==> config.mk <==
export PLATFORM = sky130hd
export DESIGN_NAME = acs_adc_ctl
export DESIGN_NICKNAME = d
export VERILOG_FILES = /design/src/acs_pkg.sv /design/src/acs_adc_ctl.sv /design/src/acs_clk_div.sv /design/src/acs_sar.sv
export VERILOG_INCLUDE_DIRS = /design/src /design/src/src
export SDC_FILE = /design/constraint.sdc
export NUM_CORES = 1
export LEC_CHECK = 0
export BUFFER_PORTS_ARGS = -buffer_cell sky130_fd_sc_hd__buf_2
export CELL_PAD_IN_SITES_DETAIL_PLACEMENT = 2
export CELL_PAD_IN_SITES_GLOBAL_PLACEMENT = 2
export CORE_MARGIN = 1.5
export CORE_UTILIZATION = 37
export CTS_CLUSTER_DIAMETER = 120
export DETAILED_ROUTE_END_ITERATION = 8
export HOLD_SLACK_MARGIN = 0.03
export PLACE_DENSITY = 0.81
export RECOVER_POWER = 100
export SLEW_MARGIN = 5
export SYNTH_ARGS = -nofsm -noshare
export SYNTH_HDL_FRONTEND = slang
export SYNTH_SLANG_ARGS = --single-unit
==> constraint.sdc <==
create_clock -name clk -period 2.13 [get_ports clk]
set_input_delay 0 -clock clk [delete_from_list [all_inputs] [get_ports clk]]
set_output_delay 0 -clock clk [all_outputs]
set_load 0.03 [all_outputs]
==> src/acs_params.svh <==
// Behaviour
// - With interrupts enabled, request at each conversion end or scan cycle end.
// - Interrupts off: done flag sets per conversion, clears on result read.
// - Interrupts on: done flag never sets and reads zero.
// - Result read or status write clears pending request; reset clears enable.
// - Continuous bit repeats conversions; clear means one conversion; reset clears.
// - Outside scan, 5-bit channel field; codes 0 to 7 pick port A inputs.
// - Codes 29 and 30 pick internal high and low reference nodes.
// - Codes 8 to 28 are reserved; result undefined.
// - Channel field all ones powers the converter down.
// - In wait mode conversion continues and requests still wake the CPU.
// - Stop mode aborts conversion; conversion resumes after stop ends.
// - 3-bit prescaler divides by 1, 2, 4, 8, or 16 when top bit set.
// - Clock source bit: one bus clock, zero external reference; reset zero.
// - 2-bit format: truncated, right, left, left signed; reset right.
// - Status write starts a conversion lasting 16 to 17 converter clocks.
// - Scan: status write resets counter, converts up to last channel, stops.
// - 10-bit formats: high byte read freezes low byte until read.
// - Left signed format complements the result MSB in the high byte.
`ifndef ACS_PARAMS_SVH
`define ACS_PARAMS_SVH

// Register offsets
`define ACS_OFF_STATUS 8'h57
`define ACS_OFF_CLKFMT 8'h58
`define ACS_OFF_RESHI 8'h59
`define ACS_OFF_RESLO 8'h5A
`define ACS_OFF_SCAN1 8'h5B
`define ACS_OFF_SCAN2 8'h5C
`define ACS_OFF_SCAN3 8'h5D
`define ACS_OFF_SCANCTL 8'h5E

// Status control fields
`define ACS_SC_FLAG 7
`define ACS_SC_IRQEN 6
`define ACS_SC_CONT 5
`define ACS_SC_CHAN_HI 4
`define ACS_SC_CHAN_LO 0

// Clock and format control fields
`define ACS_CF_DIV_HI 7
`define ACS_CF_DIV_LO 5
`define ACS_CF_SRC 4
`define ACS_CF_MODE_HI 3
`define ACS_CF_MODE_LO 2

// Scan control fields
`define ACS_SCN_EN 2
`define ACS_SCN_LAST_HI 1
`define ACS_SCN_LAST_LO 0

// Reset values
`define ACS_RST_CHAN 5'h1F
`define ACS_RST_DIV 3'h0
`define ACS_RST_MODE 2'h1
`define ACS_CHAN_OFF 5'h1F

// Conversion timing in converter clocks
`define ACS_CONV_TICKS 5'h10
`define ACS_SAMPLE_TICKS 5'h06

`endif

==> src/acs_pkg.sv <==
package acs_pkg;

  typedef enum logic [1:0] {
    ACS_IDLE = 2'b00,
    ACS_RUN = 2'b01,
    ACS_HALT = 2'b10
  } acs_ctl_e;

  typedef enum logic [1:0] {
    ACS_FMT_TRUNC = 2'b00,
    ACS_FMT_RIGHT = 2'b01,
    ACS_FMT_LEFT = 2'b10,
    ACS_FMT_SIGNED = 2'b11
  } acs_fmt_e;

  typedef enum logic [1:0] {
    ACS_SAR_IDLE = 2'b00,
    ACS_SAR_SAMPLE = 2'b01,
    ACS_SAR_DECIDE = 2'b10
  } acs_sar_e;

endpackage

==> src/acs_adc_ctl.sv <==
`timescale 1ns/1ps
`include "acs_params.svh"

module acs_adc_ctl (
  input wire logic clk,
  input wire logic nrst,
  input wire logic [7:0] addr,
  input wire logic [7:0] wrData,
  input wire logic wrEn,
  input wire logic rdEn,
  output logic [7:0] rdData,
  input wire logic extRefClk,
  input wire logic compIn,
  input wire logic stopMode,
  output logic [4:0] muxSel,
  output logic powerDown,
  output logic sampleEn,
  output logic [9:0] dacCode,
  output logic irqReq
);

  // **************************************************
  // Declarations
  // **************************************************
  acs_pkg::acs_ctl_e state;
  logic flag;
  logic irqEn;
  logic contConv;
  logic [4:0] chanSel;
  logic [2:0] divSel;
  logic useBusClk;
  logic [1:0] fmtMode;
  logic scanEn;
  logic [1:0] scanLast;
  logic [1:0] scanCnt;
  logic [7:0] resHi;
  logic [7:0] resLo;
  logic [7:0] scanRes [1:3];
  logic locked;
  logic startPulse;
  logic compMeta;
  logic compSync;
  logic convTick;
  logic sarDone;
  logic sarBusy;
  logic sarSampling;
  logic [9:0] sarCode;
  logic [9:0] sarResult;
  logic scWrite;
  logic cfWrite;
  logic rdHi;
  logic rdLo;
  logic wrPowerOff;
  logic validDone;
  logic lastChan;
  logic moreWork;
  logic [15:0] fmtWord;

  assign scWrite = wrEn && addr == `ACS_OFF_STATUS;
  assign cfWrite = wrEn && addr == `ACS_OFF_CLKFMT;
  assign rdHi = rdEn && addr == `ACS_OFF_RESHI;
  assign rdLo = rdEn && addr == `ACS_OFF_RESLO;
  assign wrPowerOff = !scanEn && wrData[`ACS_SC_CHAN_HI:`ACS_SC_CHAN_LO] == `ACS_CHAN_OFF;
  assign validDone = sarDone && state == acs_pkg::ACS_RUN && !scWrite && !startPulse;
  assign lastChan = !scanEn || scanCnt == scanLast;
  assign moreWork = scanEn ? !lastChan : contConv;
  assign fmtWord = fmt_result(fmtMode, sarResult);

  // Result placement by format
  function automatic logic [15:0] fmt_result(input logic [1:0] mode, input logic [9:0] res);
    case (mode)
      acs_pkg::ACS_FMT_TRUNC: fmt_result = {8'h00, res[9:2]};
      acs_pkg::ACS_FMT_RIGHT: fmt_result = {6'h00, res};
      acs_pkg::ACS_FMT_LEFT: fmt_result = {res, 6'h00};
      default: fmt_result = {~res[9], res[8:0], 6'h00};
    endcase
  endfunction

  // **************************************************
  // Comparator synchroniser
  // **************************************************
  always_ff @(posedge clk) begin
    if (!nrst) begin
      compMeta <= 1'b0;
      compSync <= 1'b0;
    end else begin
      compMeta <= compIn;
      compSync <= compMeta;
    end
  end

  // **************************************************
  // Converter clock and engine
  // **************************************************
  acs_clk_div u_div (
    .clk(clk),
    .nrst(nrst),
    .useBusClk(useBusClk),
    .divSel(divSel),
    .extRefClk(extRefClk),
    .restart(startPulse),
    .convTick(convTick)
  );

  acs_sar #(.RES_BITS(10)) u_sar (
    .clk(clk),
    .nrst(nrst),
    .tick(convTick),
    .start(startPulse),
    .abort(stopMode),
    .compHigh(compSync),
    .sampling(sarSampling),
    .trialCode(sarCode),
    .done(sarDone),
    .result(sarResult),
    .busy(sarBusy)
  );

  // **************************************************
  // Control registers
  // **************************************************
  always_ff @(posedge clk) begin
    if (!nrst) begin
      irqEn <= 1'b0;
      contConv <= 1'b0;
      chanSel <= `ACS_RST_CHAN;
    end else if (scWrite) begin
      // Done flag position is ignored on write
      irqEn <= wrData[`ACS_SC_IRQEN];
      contConv <= wrData[`ACS_SC_CONT];
      chanSel <= wrData[`ACS_SC_CHAN_HI:`ACS_SC_CHAN_LO];
    end
  end

  always_ff @(posedge clk) begin
    if (!nrst) begin
      divSel <= `ACS_RST_DIV;
      useBusClk <= 1'b0;
      fmtMode <= `ACS_RST_MODE;
    end else if (cfWrite) begin
      divSel <= wrData[`ACS_CF_DIV_HI:`ACS_CF_DIV_LO];
      useBusClk <= wrData[`ACS_CF_SRC];
      fmtMode <= wrData[`ACS_CF_MODE_HI:`ACS_CF_MODE_LO];
    end
  end

  always_ff @(posedge clk) begin
    if (!nrst) begin
      scanEn <= 1'b0;
      scanLast <= 2'h0;
    end else if (wrEn && addr == `ACS_OFF_SCANCTL) begin
      scanEn <= wrData[`ACS_SCN_EN];
      scanLast <= wrData[`ACS_SCN_LAST_HI:`ACS_SCN_LAST_LO];
    end
  end

  // **************************************************
  // Sequencer
  // **************************************************
  always_ff @(posedge clk) begin
    if (!nrst) begin
      state <= acs_pkg::ACS_IDLE;
      startPulse <= 1'b0;
    end else begin
      startPulse <= 1'b0;
      case (state)
        acs_pkg::ACS_IDLE: begin
          if (scWrite && !wrPowerOff) begin
            state <= stopMode ? acs_pkg::ACS_HALT : acs_pkg::ACS_RUN;
            startPulse <= !stopMode;
          end
        end
        acs_pkg::ACS_RUN: begin
          if (scWrite && wrPowerOff) begin
            state <= acs_pkg::ACS_IDLE;
          end else if (stopMode) begin
            state <= acs_pkg::ACS_HALT;
          end else if (scWrite) begin
            startPulse <= 1'b1;
          end else if (validDone) begin
            // Wait mode is not seen here, so conversion runs on
            state <= moreWork ? acs_pkg::ACS_RUN : acs_pkg::ACS_IDLE;
            startPulse <= moreWork;
          end
        end
        acs_pkg::ACS_HALT: begin
          if (scWrite && wrPowerOff) begin
            state <= acs_pkg::ACS_IDLE;
          end else if (!stopMode) begin
            state <= acs_pkg::ACS_RUN;
            startPulse <= 1'b1;
          end
        end
        default: state <= acs_pkg::ACS_IDLE;
      endcase
    end
  end

  always_ff @(posedge clk) begin
    if (!nrst || scWrite) begin
      scanCnt <= 2'h0;
    end else if (validDone && scanEn && !lastChan) begin
      scanCnt <= scanCnt + 2'h1;
    end
  end

  // **************************************************
  // Flags and request
  // **************************************************
  always_ff @(posedge clk) begin
    if (!nrst) begin
      flag <= 1'b0;
    end else if (validDone && !irqEn) begin
      flag <= 1'b1;
    end else if (scWrite || rdLo) begin
      flag <= 1'b0;
    end
  end

  always_ff @(posedge clk) begin
    if (!nrst) begin
      irqReq <= 1'b0;
    end else if (validDone && irqEn && lastChan) begin
      irqReq <= 1'b1;
    end else if (scWrite || rdLo || rdHi) begin
      irqReq <= 1'b0;
    end
  end

  // **************************************************
  // Result storage and interlock
  // **************************************************
  always_ff @(posedge clk) begin
    if (!nrst || scWrite || cfWrite || rdLo) begin
      locked <= 1'b0;
    end else if (rdHi && fmtMode != acs_pkg::ACS_FMT_TRUNC) begin
      locked <= 1'b1;
    end
  end

  always_ff @(posedge clk) begin
    if (!nrst) begin
      resHi <= 8'h00;
      resLo <= 8'h00;
    end else if (validDone && !locked) begin
      if (scanEn) begin
        if (scanCnt == 2'h0) begin
          resLo <= sarResult[9:2];
        end
      end else begin
        resHi <= fmtWord[15:8];
        resLo <= fmtWord[7:0];
      end
    end
  end

  genvar gi;
  generate
    for (gi = 1; gi < 4; gi++) begin : g_scan
      always_ff @(posedge clk) begin
        if (!nrst) begin
          scanRes[gi] <= 8'h00;
        end else if (validDone && !locked && scanEn && scanCnt == 2'(gi)) begin
          scanRes[gi] <= sarResult[9:2];
        end
      end
    end
  endgenerate

  // **************************************************
  // Read port
  // **************************************************
  always_ff @(posedge clk) begin
    if (!nrst || !rdEn) begin
      rdData <= 8'h00;
    end else begin
      case (addr)
        `ACS_OFF_STATUS: rdData <= {flag & ~irqEn, irqEn, contConv, chanSel};
        `ACS_OFF_CLKFMT: rdData <= {divSel, useBusClk, fmtMode, 2'h0};
        `ACS_OFF_RESHI: rdData <= resHi;
        `ACS_OFF_RESLO: rdData <= resLo;
        `ACS_OFF_SCAN1: rdData <= scanRes[1];
        `ACS_OFF_SCAN2: rdData <= scanRes[2];
        `ACS_OFF_SCAN3: rdData <= scanRes[3];
        `ACS_OFF_SCANCTL: rdData <= {5'h00, scanEn, scanLast};
        default: rdData <= 8'h00;
      endcase
    end
  end

  // **************************************************
  // Analog front end drive
  // **************************************************
  always_ff @(posedge clk) begin
    if (!nrst) begin
      muxSel <= `ACS_RST_CHAN;
      powerDown <= 1'b1;
      sampleEn <= 1'b0;
      dacCode <= 10'h000;
    end else begin
      // Codes 0-7 port pins, 29/30 references, 31 powers down, others reserved
      muxSel <= scanEn ? {3'h0, scanCnt} : chanSel;
      powerDown <= stopMode || (!scanEn && chanSel == `ACS_CHAN_OFF);
      sampleEn <= sarSampling && sarBusy;
      dacCode <= sarCode;
    end
  end

  // **************************************************
  // Checks
  // **************************************************
  logic [4:0] tickCnt;
  always_ff @(posedge clk) begin
    if (!nrst || startPulse) begin
      tickCnt <= 5'h00;
    end else if (convTick && tickCnt != 5'h1F) begin
      tickCnt <= tickCnt + 5'h01;
    end
  end
endmodule // acs_adc_ctl

==> src/acs_clk_div.sv <==
`timescale 1ns/1ps
`include "acs_params.svh"

module acs_clk_div (
  input wire logic clk,
  input wire logic nrst,
  input wire logic useBusClk,
  input wire logic [2:0] divSel,
  input wire logic extRefClk,
  input wire logic restart,
  output logic convTick
);

  logic refMeta;
  logic refSync;
  logic refLast;
  logic inTick;
  logic [3:0] divCnt;
  logic [3:0] divTop;

  // **************************************************
  // External reference edge detect
  // **************************************************
  always_ff @(posedge clk) begin
    if (!nrst) begin
      refMeta <= 1'b0;
      refSync <= 1'b0;
      refLast <= 1'b0;
    end else begin
      refMeta <= extRefClk;
      refSync <= refMeta;
      refLast <= refSync;
    end
  end

  // Source select
  assign inTick = useBusClk ? 1'b1 : (refSync & ~refLast);

  // Divide ratio minus one
  always_comb begin
    case (divSel)
      3'h0: divTop = 4'h0;
      3'h1: divTop = 4'h1;
      3'h2: divTop = 4'h3;
      3'h3: divTop = 4'h7;
      default: divTop = 4'hF;
    endcase
  end

  // **************************************************
  // Prescaler
  // **************************************************
  always_ff @(posedge clk) begin
    if (!nrst || restart) begin
      divCnt <= 4'h0;
      convTick <= 1'b0;
    end else if (inTick && divCnt >= divTop) begin
      divCnt <= 4'h0;
      convTick <= 1'b1;
    end else begin
      divCnt <= inTick ? divCnt + 4'h1 : divCnt;
      convTick <= 1'b0;
    end
  end

endmodule // acs_clk_div

==> src/acs_sar.sv <==
`timescale 1ns/1ps
`include "acs_params.svh"

module acs_sar #(
  parameter int RES_BITS = 10
) (
  input wire logic clk,
  input wire logic nrst,
  input wire logic tick,
  input wire logic start,
  input wire logic abort,
  input wire logic compHigh,
  output logic sampling,
  output logic [RES_BITS-1:0] trialCode,
  output logic done,
  output logic [RES_BITS-1:0] result,
  output logic busy
);

  acs_pkg::acs_sar_e state;
  logic [4:0] phase;
  logic [RES_BITS-1:0] bitPtr;

  assign sampling = (state == acs_pkg::ACS_SAR_SAMPLE);
  assign busy = (state != acs_pkg::ACS_SAR_IDLE);

  // **************************************************
  // Sample then one decision per converter clock
  // **************************************************
  always_ff @(posedge clk) begin
    if (!nrst || abort) begin
      state <= acs_pkg::ACS_SAR_IDLE;
      phase <= 5'h00;
      bitPtr <= '0;
      trialCode <= '0;
      done <= 1'b0;
    end else if (start) begin
      state <= acs_pkg::ACS_SAR_SAMPLE;
      phase <= 5'h00;
      bitPtr <= '0;
      trialCode <= '0;
      done <= 1'b0;
    end else begin
      done <= 1'b0;
      case (state)
        acs_pkg::ACS_SAR_IDLE: begin
          phase <= 5'h00;
        end
        acs_pkg::ACS_SAR_SAMPLE: begin
          if (tick) begin
            phase <= phase + 5'h01;
            if (phase == `ACS_SAMPLE_TICKS - 5'h01) begin
              state <= acs_pkg::ACS_SAR_DECIDE;
              bitPtr <= {1'b1, {(RES_BITS-1){1'b0}}};
              trialCode <= {1'b1, {(RES_BITS-1){1'b0}}};
            end
          end
        end
        acs_pkg::ACS_SAR_DECIDE: begin
          if (tick) begin
            phase <= phase + 5'h01;
            bitPtr <= bitPtr >> 1;
            // Keep trial bit when input is above trial level
            trialCode <= (compHigh ? trialCode : (trialCode & ~bitPtr)) | (bitPtr >> 1);
            if (phase == `ACS_CONV_TICKS - 5'h01) begin
              state <= acs_pkg::ACS_SAR_IDLE;
              done <= 1'b1;
            end
          end
        end
        default: state <= acs_pkg::ACS_SAR_IDLE;
      endcase
    end
  end

  always_ff @(posedge clk) begin
    if (!nrst) begin
      result <= '0;
    end else if (state == acs_pkg::ACS_SAR_DECIDE && tick && phase == `ACS_CONV_TICKS - 5'h01) begin
      result <= compHigh ? trialCode : (trialCode & ~bitPtr);
    end
  end

endmodule // acs_sar

==> reports/qor.csv, run 1 <==
metric,value,unit
cts_root_buf,clkbuf_16,
grt_use_total,24.45,%
synthArstFlopShare,0,%
synth_warnings,0,
dp_slack,0.01624,ns
crit_type,reg2reg,
mostFrequentLayoutCell,dfxtp_1,
synth_edf_count,24,
period_needed,2.036,ns
initial_core_util,38.34,%
grt_pass1_vias,5890,
dieArea,17420,um^2
slew_headroom,38.93,%
path_max_fanout,5,
skew,0.007180,ns
cap_violations,0,
dpl.hpwl,14110,um
cts_tree,built,
hold_depth,4,
diodes,0,
grt_antenna_before_repair,0,
fp.dieW,132,um
synth_ff_type,dfxtp_1,
core,16060,um^2
rsz0062_at_grt,false,
wl,20440,um
grtUsageMet3,5.882,%
synth_cells,673,
synth_top_area_share,36.74,%
ant_nets,0,
dr.pass1.iters,5,
synthTopCellsByArea,"dfxtp_1, edfxtp_1, nand2_1",
crit_path_start,divSel[2],
peakVddDrop,645.3,uV
gp_congestion,0.8690,
synth.largest_area_cell,dfxtp_1,
ff2ff_setup_slack,0.09,ns
cp-end-kind,flip-flop,
hold_viol,0,
slew_violations,0,
rr_endpoint,u_div.divCnt[1],
routedWlPerCell,21.22,um
min_to,locked,
ff2ff_path_depth,7,
critPathArrivalTime,2.38,ns
h-tree-depth,4,
syn_to_final_growth,18.45,%
grt_max_degree,68,
io_buffers,48,
fin_nets,773,
ios,49,
clk_latency,0.43,ns
setup_viol,0,
vias,5270,
grt.overflow.total,0,
clock-sinks,137,
crit_path_start_kind,flip-flop,
p_leak,2.596,nW
fin_crit_sh,95.59,%
cp_data_required_time,2.47,ns
clock_path_buffers,2,
die_h,132,um
ys_ff_latch,137,
numCtsBuffers,17,
totalPowerFinal,5.733,mW
r2r_start,divSel[2],
final.setup.tns,0,ns
synth_nets,711,
ys_seq_area_share,48.45,%
layout_common_cells,"dfxtp_1, nand2_1, nor2_1",
max_freq,0.4912,GHz
hold_ws,0.1092,ns
cts.clk_slew.worst_paths,0.06,ns
status,"finished, final reports clean",
vias_per_cell,5.472,
hold_class,in2reg,
num_rows,46,
grt_use_met2,43.40,%
drive_above_1_share,11.78,%
power_density,786.1,nW/um^2
synth_area,6157,um^2
tightest_slew,0.9161,ns
drc,0,
grt_pass1_wl,32730,um
gr-usage-met1,28.23,%
synth_area_per_cell,9.149,um^2
setup_slack,0.09399,ns
busiest_layer,met2,
min_from,wrEn,
drtIter0Drc,293,
yosysUniqueCellTypes,62,
==> through the flow <==
step,instances,util [%],instance area [um^2]
6_report,963,45.42,7293
5_1_grt,963,45.42,7293
4_1_cts,963,45.73,7343
3_5_place_dp,920,41.48,6660
3_3_place_gp,920,41.48,6660
2_1_floorplan,673,-,6157
==> synth_stat cells, drive strengths merged (5+ instances only) <==
cell	number
mux2	6
nand4	12
a211oi	5
dfxtp	113
edfxtp	24
inv	13
buf	20
and3	7
o21ai	40
nor2	53
nor3b	5
nand2b	14
and2	16
a22oi	13
nor2b	25
o221ai	5
ha	15
mux2i	20
o211ai	6
a21boi	14
clkbuf	19
a21oi	38
nand2	110
nand3	26
==> worst max-delay path by stage <==
stage	to	slack [ns]	cells after the start
6_report	u_div.divCnt[1]	0.09	7
5_1_grt	u_sar.bitPtr[0]	0.01	8
4_1_cts	scanRes[0][11]	0.004	5
3_5_place_dp	u_div.divCnt[1]	0.02	7
3_3_place_gp	u_div.divCnt[1]	0.13	7
2_1_floorplan	u_div.divCnt[1]	0.16	7
==> worst max-delay path, stage by stage, from the launching register on <==
cell and delay, ns:
dfxtp_1 0.31, or3_1 0.37, ha_1 0.29, nand2b_1 0.15, a21o_1 0.17, a21o_1 0.17
a21o_1 0.22, a221oi_2 0.28
==> power by group <==
part / leakage (nW) / internal, mW / switching, mW
logic: 1.16 / 0.0893 / 0.136
registers: 1.16 / 2.66 / 0.0157
clock network: 0.283 / 1.69 / 1.15
total: 2.60 / 4.43 / 1.30
==> flip-flops by register name, summed over array words and instances (netlist names), 8 cells and up <==
signal           flops
resLo                8
u_sar.trialCode     10
scanRes             24
resHi                8
u_sar.bitPtr        10
u_sar.result        10
rdData               8
dacCode             10
==> cell type report <==
type | count | area, um^2
Fill cell | 1716 | 8765
Sequential cell | 137 | 2983
Multi-Input combinational cell | 484 | 2940
Timing Repair Buffer | 82 | 490.5
Clock buffer | 20 | 466.7
Tap cell | 216 | 270.3
Clock inverter | 11 | 93.84
Inverter | 13 | 48.80
==> cells by family (layout without fill, tap and decap cells) <==
family	count (synthesis)	in the layout	synth area share (%)
AOI/OAI and AO/OA	150	150	15.93
xor gates and xnor gates	7	7	0.9958
adders and majority gates	15	15	3.048
buffers and inverters	52	126	4.003
DFF	137	137	48.45
muxes	26	26	4.349
and+or+nand+nor	286	286	23.23
==> layer usage <==
metal / routed length, um / vias up / share of wire (%)
met2: 10320 / 119 / 51
met1: 8730 / 2634 / 43
met5: 0 / - / 0
li1: - / 2481 / -
met4: 539 / 0 / 2.6
met3: 842 / 36 / 4.1
==> what timing repair did <==
item                                    in CTS  in global routing
hold endpoints to repair                    21                  0
pin swaps                                    0                  1
buffers inserted                             0                  0
endpoints found under the setup margin       8                 10
hold buffers                                12                  0
gates resized for setup                      1                  3
No activity file was read; power rests on OpenSTA's default activity.
==> run 2: changes to the inputs <==
REMOVE_ABC_BUFFERS = 1   (was not set)
==> run 2 against run 1 <==
  * Sequential power barely moved
  * Via count down 0.78%
  * Largest power group unchanged
  * Global-route usage shrank 0.23 points
==> reports/qor.csv, run 2 (synthesis gave the netlist of run 1 again) <==
metric,value,unit,change
layout_common_cells,"dfxtp_1, nand2_1, nor2_1",,unchanged
grt.overflow.total,0,,unchanged
slowest_delay,0.35,ns,was 0.37 ns
power_density,781.6,nW/um^2,was 786.1 nW/um^2
final.setup.tns,0,ns,unchanged
hold_class,in2reg,,unchanged
cp-end-kind,flip-flop,,unchanged
gp_congestion,0.8662,,was 0.8690
vias_per_cell,5.436,,was 5.472
mostFrequentLayoutCell,dfxtp_1,,unchanged
setup_slack,0.07251,ns,was 0.09399 ns
fin_cells,962,,was 963
slowest_stage,or3_1,,unchanged
h-tree-depth,4,,unchanged
clk_latency,0.43,ns,about the same
period_needed,2.057,ns,was 2.036 ns
ff2ff_setup_slack,0.07,ns,was 0.09 ns
totalPowerFinal,5.695,mW,was 5.733 mW
path_max_fanout,5,,unchanged
cp_data_required_time,2.47,ns,about the same
diodes,0,,unchanged
vias,5229,,"was 5,270"
fin_nets,771,,was 773
grt_antenna_before_repair,0,,unchanged
clock-sinks,137,,unchanged
cts.clk_slew.worst_paths,0.06,ns,about the same
cap_violations,0,,unchanged
drc,0,,unchanged
crit_path_start_kind,flip-flop,,unchanged
design_area,7287,um^2,was 7293 um^2
cts_root_buf,clkbuf_16,,unchanged
register_area,2984,um^2,was 2983 um^2
slew_violations,0,,unchanged
critical_path_buf_inv_count,0,,unchanged
clock_path_buffers,2,,unchanged
cts_setup_buffers,0,,unchanged
cp_cell_sequence,or3_1 -> ha_1 -> nand2b_1 -> a21o_1 -> a21o_1 -> a21o_4 -> a221oi_2,,was or3_1 -> ha_1 -> nand2b_1 -> a21o_1 -> a21o_1 -> a21o_1 -> a221oi_2
ios,49,,unchanged
dp_slack,0.05337,ns,was 0.01624 ns
grt_pass1_wl,32710,um,"was 32,730 um"
cts_tree,built,,unchanged
initial_core_util,38.34,%,unchanged
routedWlPerCell,21.01,um,was 21.22 um
crit_type,reg2reg,,unchanged
die_h,132,um,unchanged
multi_input_area,2953,um^2,was 2940 um^2
setup_viol,0,,unchanged
top_register,scanRes,,unchanged
dpl.hpwl,13900,um,"was 14,110 um"
path_common_cell,a21o_1,,unchanged
dp_cells,919,,was 920
p_leak,2.580,nW,was 2.596 nW
placedInstanceArea,6640,um^2,was 6660 um^2
tightest_slew,0.5791,ns,was 0.9161 ns
io_buffers,48,,unchanged
fp.dieW,132,um,unchanged
grt_max_degree,92,,was 68
core,16060,um^2,unchanged
wl,20210,um,"was 20,440 um"
skew,0.009191,ns,was 0.007180 ns
grt_pass1_vias,5780,,"was 5,890"
status,"finished, final reports clean",,unchanged
ant_nets,0,,unchanged
numCtsBuffers,17,,unchanged
slew_headroom,61.39,%,was 38.93%
path_delay_family,compound AO/OA/AOI/OAI gates,,unchanged
dieArea,17420,um^2,unchanged
syn_to_final_growth,18.35,%,was 18.45%
largest_register_ffs,24,,unchanged
fin_crit_sh,96.60,%,was 95.59%
drtIter0Drc,247,,was 293
dr.pass1.iters,4,,was 5
grt_use_total,24.22,%,was 24.45%
num_rows,46,,unchanged
peakVddDrop,594.0,uV,was 645.3 uV
rsz0062_at_grt,true,,was false
drive_above_1_share,12.33,%,was 11.78%
max_freq,0.4860,GHz,was 0.4912 GHz
critPathArrivalTime,2.40,ns,was 2.38 ns
hold_viol,0,,unchanged
filler_cell_count,1719,,"was 1,716"
[run 2: layout make-up]
cell class / instances / share of cell area [%]
sequential: 137 / 40.95
clock inverter: 6 / 0.5151
timing repair buffer: 80 / 6.490
multi-input combinational: 484 / 40.52
tap: 216 / 3.709
clock buffer: 26 / 7.143
inverter: 13 / 0.6696
[run 2: worst paths after layout]
path	startpoint	end	depth (start not counted)
hold reg to reg	u_div.refMeta	u_div.refSync	1
setup / recovery	divSel[0]	u_div.divCnt[1]	7
hold / removal	nrst	muxSel[1]	3
setup reg to reg	divSel[0]	u_div.divCnt[1]	7
[run 2: layer usage]
metal / track usage, % / up-vias / wire length, um
met5: 0 / - / 0
met3: 4.960 / 38 / 686
met4: 10.31 / 0 / 567
li1: - / 2485 / -
met1: 27.72 / 2595 / 8427
met2: 43.66 / 111 / 10530
[run 2: power breakdown]
group	switching, mW	internal (mW)
sequential	0.0135	2.66
clock	1.13	1.68
combinational	0.140	0.0855
[run 2: stage by stage]
step	util [%]	hold slack (ns)
2_1_floorplan	-	0.06194
3_3_place_gp	41.35	0.2048
4_1_cts	45.51	0.06440
3_5_place_dp	41.35	0.2129
6_report	45.38	0.05207
5_1_grt	45.38	0.08754
[run 2: tightest hold or removal path, stage by stage]
cell	delay [ns]
buf_2	0.13
buf_12	0.21
nand2_1	0.10
[run 2: what timing repair did]
| action | 4_1_cts | 5_1_grt |
|---|---|---|
| resized for setup | 0 | 7 |
| endpoints found under the setup margin | 0 | 21 |
| hold buffers | 11 | 0 |
| hold endpoints to repair | 21 | 0 |
==> run 3: changes to the inputs <==
--- a/config.mk
+++ b/config.mk
@@ -11,9 +11,9 @@
 export CELL_PAD_IN_SITES_GLOBAL_PLACEMENT = 2
 export CORE_MARGIN = 1.5
-export CORE_UTILIZATION = 37
+export CORE_UTILIZATION = 34
 export CTS_CLUSTER_DIAMETER = 120
 export DETAILED_ROUTE_END_ITERATION = 8
 export HOLD_SLACK_MARGIN = 0.03
-export PLACE_DENSITY = 0.81
+export PLACE_DENSITY = 0.79
 export RECOVER_POWER = 100
 export REMOVE_ABC_BUFFERS = 1
==> constraint.sdc (replaced) <==
create_clock -name clk -period 1.8 [get_ports clk]
set_input_delay 0.09 -clock clk [delete_from_list [all_inputs] [get_ports clk]]
set_output_delay 0.09 -clock clk [all_outputs]
set_load 0.03 [all_outputs]
==> run 3 against run 2 <==
  * The run now ends with setup timing left
  * Sequential power up 18%
  * Clock skew up 0.00067 ns
  * Non-clock buffer count up 23
  * Total power up 23%
  * Combinational power up 28%
  * Cell count up 3.7%
  * Count of clock-buffer cells in the layout down 8
  * Die area up 8.6%
  * Register-to-register slack worse by 0.20 ns
  * Fmax up 6.9%
  * Clock power up 28%
  * Largest power group unchanged
==> reports/qor.csv, run 3 (synthesis gave the netlist of run 1 again) <==
metric,value,unit,change
die_h,137.6,um,was 132 um
ant_nets,0,,unchanged
peakVddDrop,1060,uV,was 594.0 uV
grt_pass1_wl,31800,um,"was 32,710 um"
drtIter0Drc,240,,was 247
clk_latency,0.44,ns,was 0.43 ns
hold_depth,4,,was 3
vias_per_cell,5.390,,was 5.436
crit_path_start_kind,flip-flop,,unchanged
io_buffers,48,,unchanged
dp_cells,952,,was 919
numCtsBuffers,17,,unchanged
fin_crit_sh,107.0,%,was 96.60%
drive_above_1_share,15.86,%,was 12.33%
ios,49,,unchanged
crit_type,reg2reg,,unchanged
dieArea,18930,um^2,"was 17,420 um^2"
filler_cell_count,1915,,"was 1,719"
diodes,0,,unchanged
setup_slack,-0.1255,ns,was 0.07251 ns
slew_violations,0,,unchanged
status,"complete, but fails checks",,"was finished, final reports clean"
skew,0.009859,ns,was 0.009191 ns
setup_viol,5,,was 0
drc,0,,unchanged
final.setup.tns,-0.4987,ns,was 0 ns
wl,20450,um,"was 20,210 um"
core,17840,um^2,"was 16,060 um^2"
p_leak,2.726,nW,was 2.580 nW
num_rows,49,,was 46
fin_nets,794,,was 771
min_from,rdEn,,was nrst
vias,5379,,"was 5,229"
clock_path_buffers,2,,unchanged
dr.pass1.iters,4,,unchanged
rr_endpoint,u_div.divCnt[1],,unchanged
r2r_start,divSel[1],,was divSel[0]
cts_tree,built,,unchanged
cp_data_required_time,2.15,ns,was 2.47 ns
ff2ff_path_depth,7,,unchanged
top_register,scanRes,,unchanged
layout_common_cells,"dfxtp_1, nand2_1, nor2_1",,unchanged
period_needed,1.926,ns,was 2.057 ns
h-tree-depth,4,,unchanged
ff2ff_setup_slack,-0.13,ns,was 0.07 ns
gp_congestion,0.8146,,was 0.8662
cts.clk_slew.worst_paths,0.06,ns,about the same
cp-end-kind,flip-flop,,unchanged
cts_root_buf,clkbuf_16,,unchanged
slew_headroom,60.93,%,was 61.39%
syn_to_final_growth,22.98,%,was 18.35%
violations,setup timing,,
grt.overflow.total,0,,unchanged
fin_cells,998,,was 962
largest_register_ffs,24,,unchanged
min_to,locked,,was muxSel[1]
routedWlPerCell,20.49,um,was 21.01 um
cap_violations,0,,unchanged
mostFrequentLayoutCell,dfxtp_1,,unchanged
path_max_fanout,5,,unchanged
grt_pass1_vias,5793,,"was 5,780"
power_density,928.0,nW/um^2,was 781.6 nW/um^2
grt_max_degree,67,,was 92
initial_core_util,34.51,%,was 38.34%
clock-sinks,137,,unchanged
hold_viol,0,,unchanged
fp.dieW,137.6,um,was 132 um
critPathArrivalTime,2.28,ns,was 2.40 ns
max_freq,0.5193,GHz,was 0.4860 GHz
grt_use_total,22.54,%,was 24.22%
hold_class,in2reg,,unchanged
tightest_slew,0.5861,ns,was 0.5791 ns
dpl.hpwl,14120,um,"was 13,900 um"
hold_ws,0.1899,ns,was 0.05207 ns
grt_antenna_before_repair,0,,unchanged
rsz0062_at_grt,true,,unchanged
-- run 3: how the worst max path moves through the flow --
| stage | start | to | slack (ns) |
|---|---|---|---|
| floorplan | u_sar.state[0] | u_sar.bitPtr[0] | -0.17 |
| global placement | divSel[2] | u_div.divCnt[1] | -0.20 |
| detailed placement | divSel[2] | u_div.divCnt[1] | -0.32 |
| CTS | divSel[1] | u_div.divCnt[1] | -0.14 |
| global route | divSel[1] | u_div.divCnt[1] | -0.19 |
| finish | divSel[1] | u_div.divCnt[1] | -0.13 |
-- run 3: power by group --
part	internal (mW)	leakage (nW)	switching (mW)	total, mW
logic	0.119	1.28	0.168	0.287
clock network	2.19	0.286	1.39	3.58
registers	3.14	1.16	0.0147	3.16
-- run 3: worst max-delay path, cell delays in order, from the launching register on --
cell and delay [ns]:
dfxtp_2 0.32, or3_4 0.40, ha_4 0.21, nand2b_4 0.13, a21o_1 0.16, a21o_1 0.17
a21o_4 0.23, a221oi_2 0.23
-- run 3: per-stage QoR --
step | setup slack (ns) | power (mW) | area [um^2] | utilization [%]
global route | -0.1877 | 7.246 | 7572 | 42.44
detailed placement | -0.3176 | 3.488 | 6869 | 38.50
CTS | -0.1437 | 7.105 | 7656 | 42.91
finish | -0.1255 | 7.027 | 7572 | 42.44
global placement | -0.1993 | 3.473 | 6869 | 38.50
floorplan | -0.1659 | 3.320 | 5959 | -
-- run 3: final cells by class --
class | count | area, um^2 | area share (%)
Tap cell | 229 | 286.5 | 3.784
Clock buffer | 18 | 439.2 | 5.800
Sequential cell | 137 | 2988 | 39.46
Multi-Input combinational cell | 484 | 2987 | 39.44
Timing Repair Buffer | 103 | 670.6 | 8.857
Clock inverter | 14 | 152.6 | 2.016
Inverter | 13 | 48.80 | 0.6444
-- run 3: metal layers --
| metal | global-route usage (%) | part of all wire (%) | wire [um] | vias to the layer above |
|---|---|---|---|---|
| met5 | 0 | 0 | 0 | - |
| met4 | 9.825 | 2.7 | 544 | 0 |
| met3 | 4.231 | 3.1 | 643 | 42 |
| met2 | 40.22 | 52 | 10560 | 110 |
| met1 | 26.20 | 43 | 8707 | 2701 |
| li1 | - | - | - | 2526 |
-- run 3: what timing repair did --
| action | 4_1_cts | 5_1_grt |
|---|---|---|
| setup buffers | 0 | 1 |
| gates cloned | 0 | 1 |
| hold buffers | 12 | 0 |
| pin swaps | 6 | 2 |
| endpoints found under the setup margin | 23 | 46 |
| endpoints found under the hold margin | 22 | 0 |
| resized for setup | 18 | 11 |
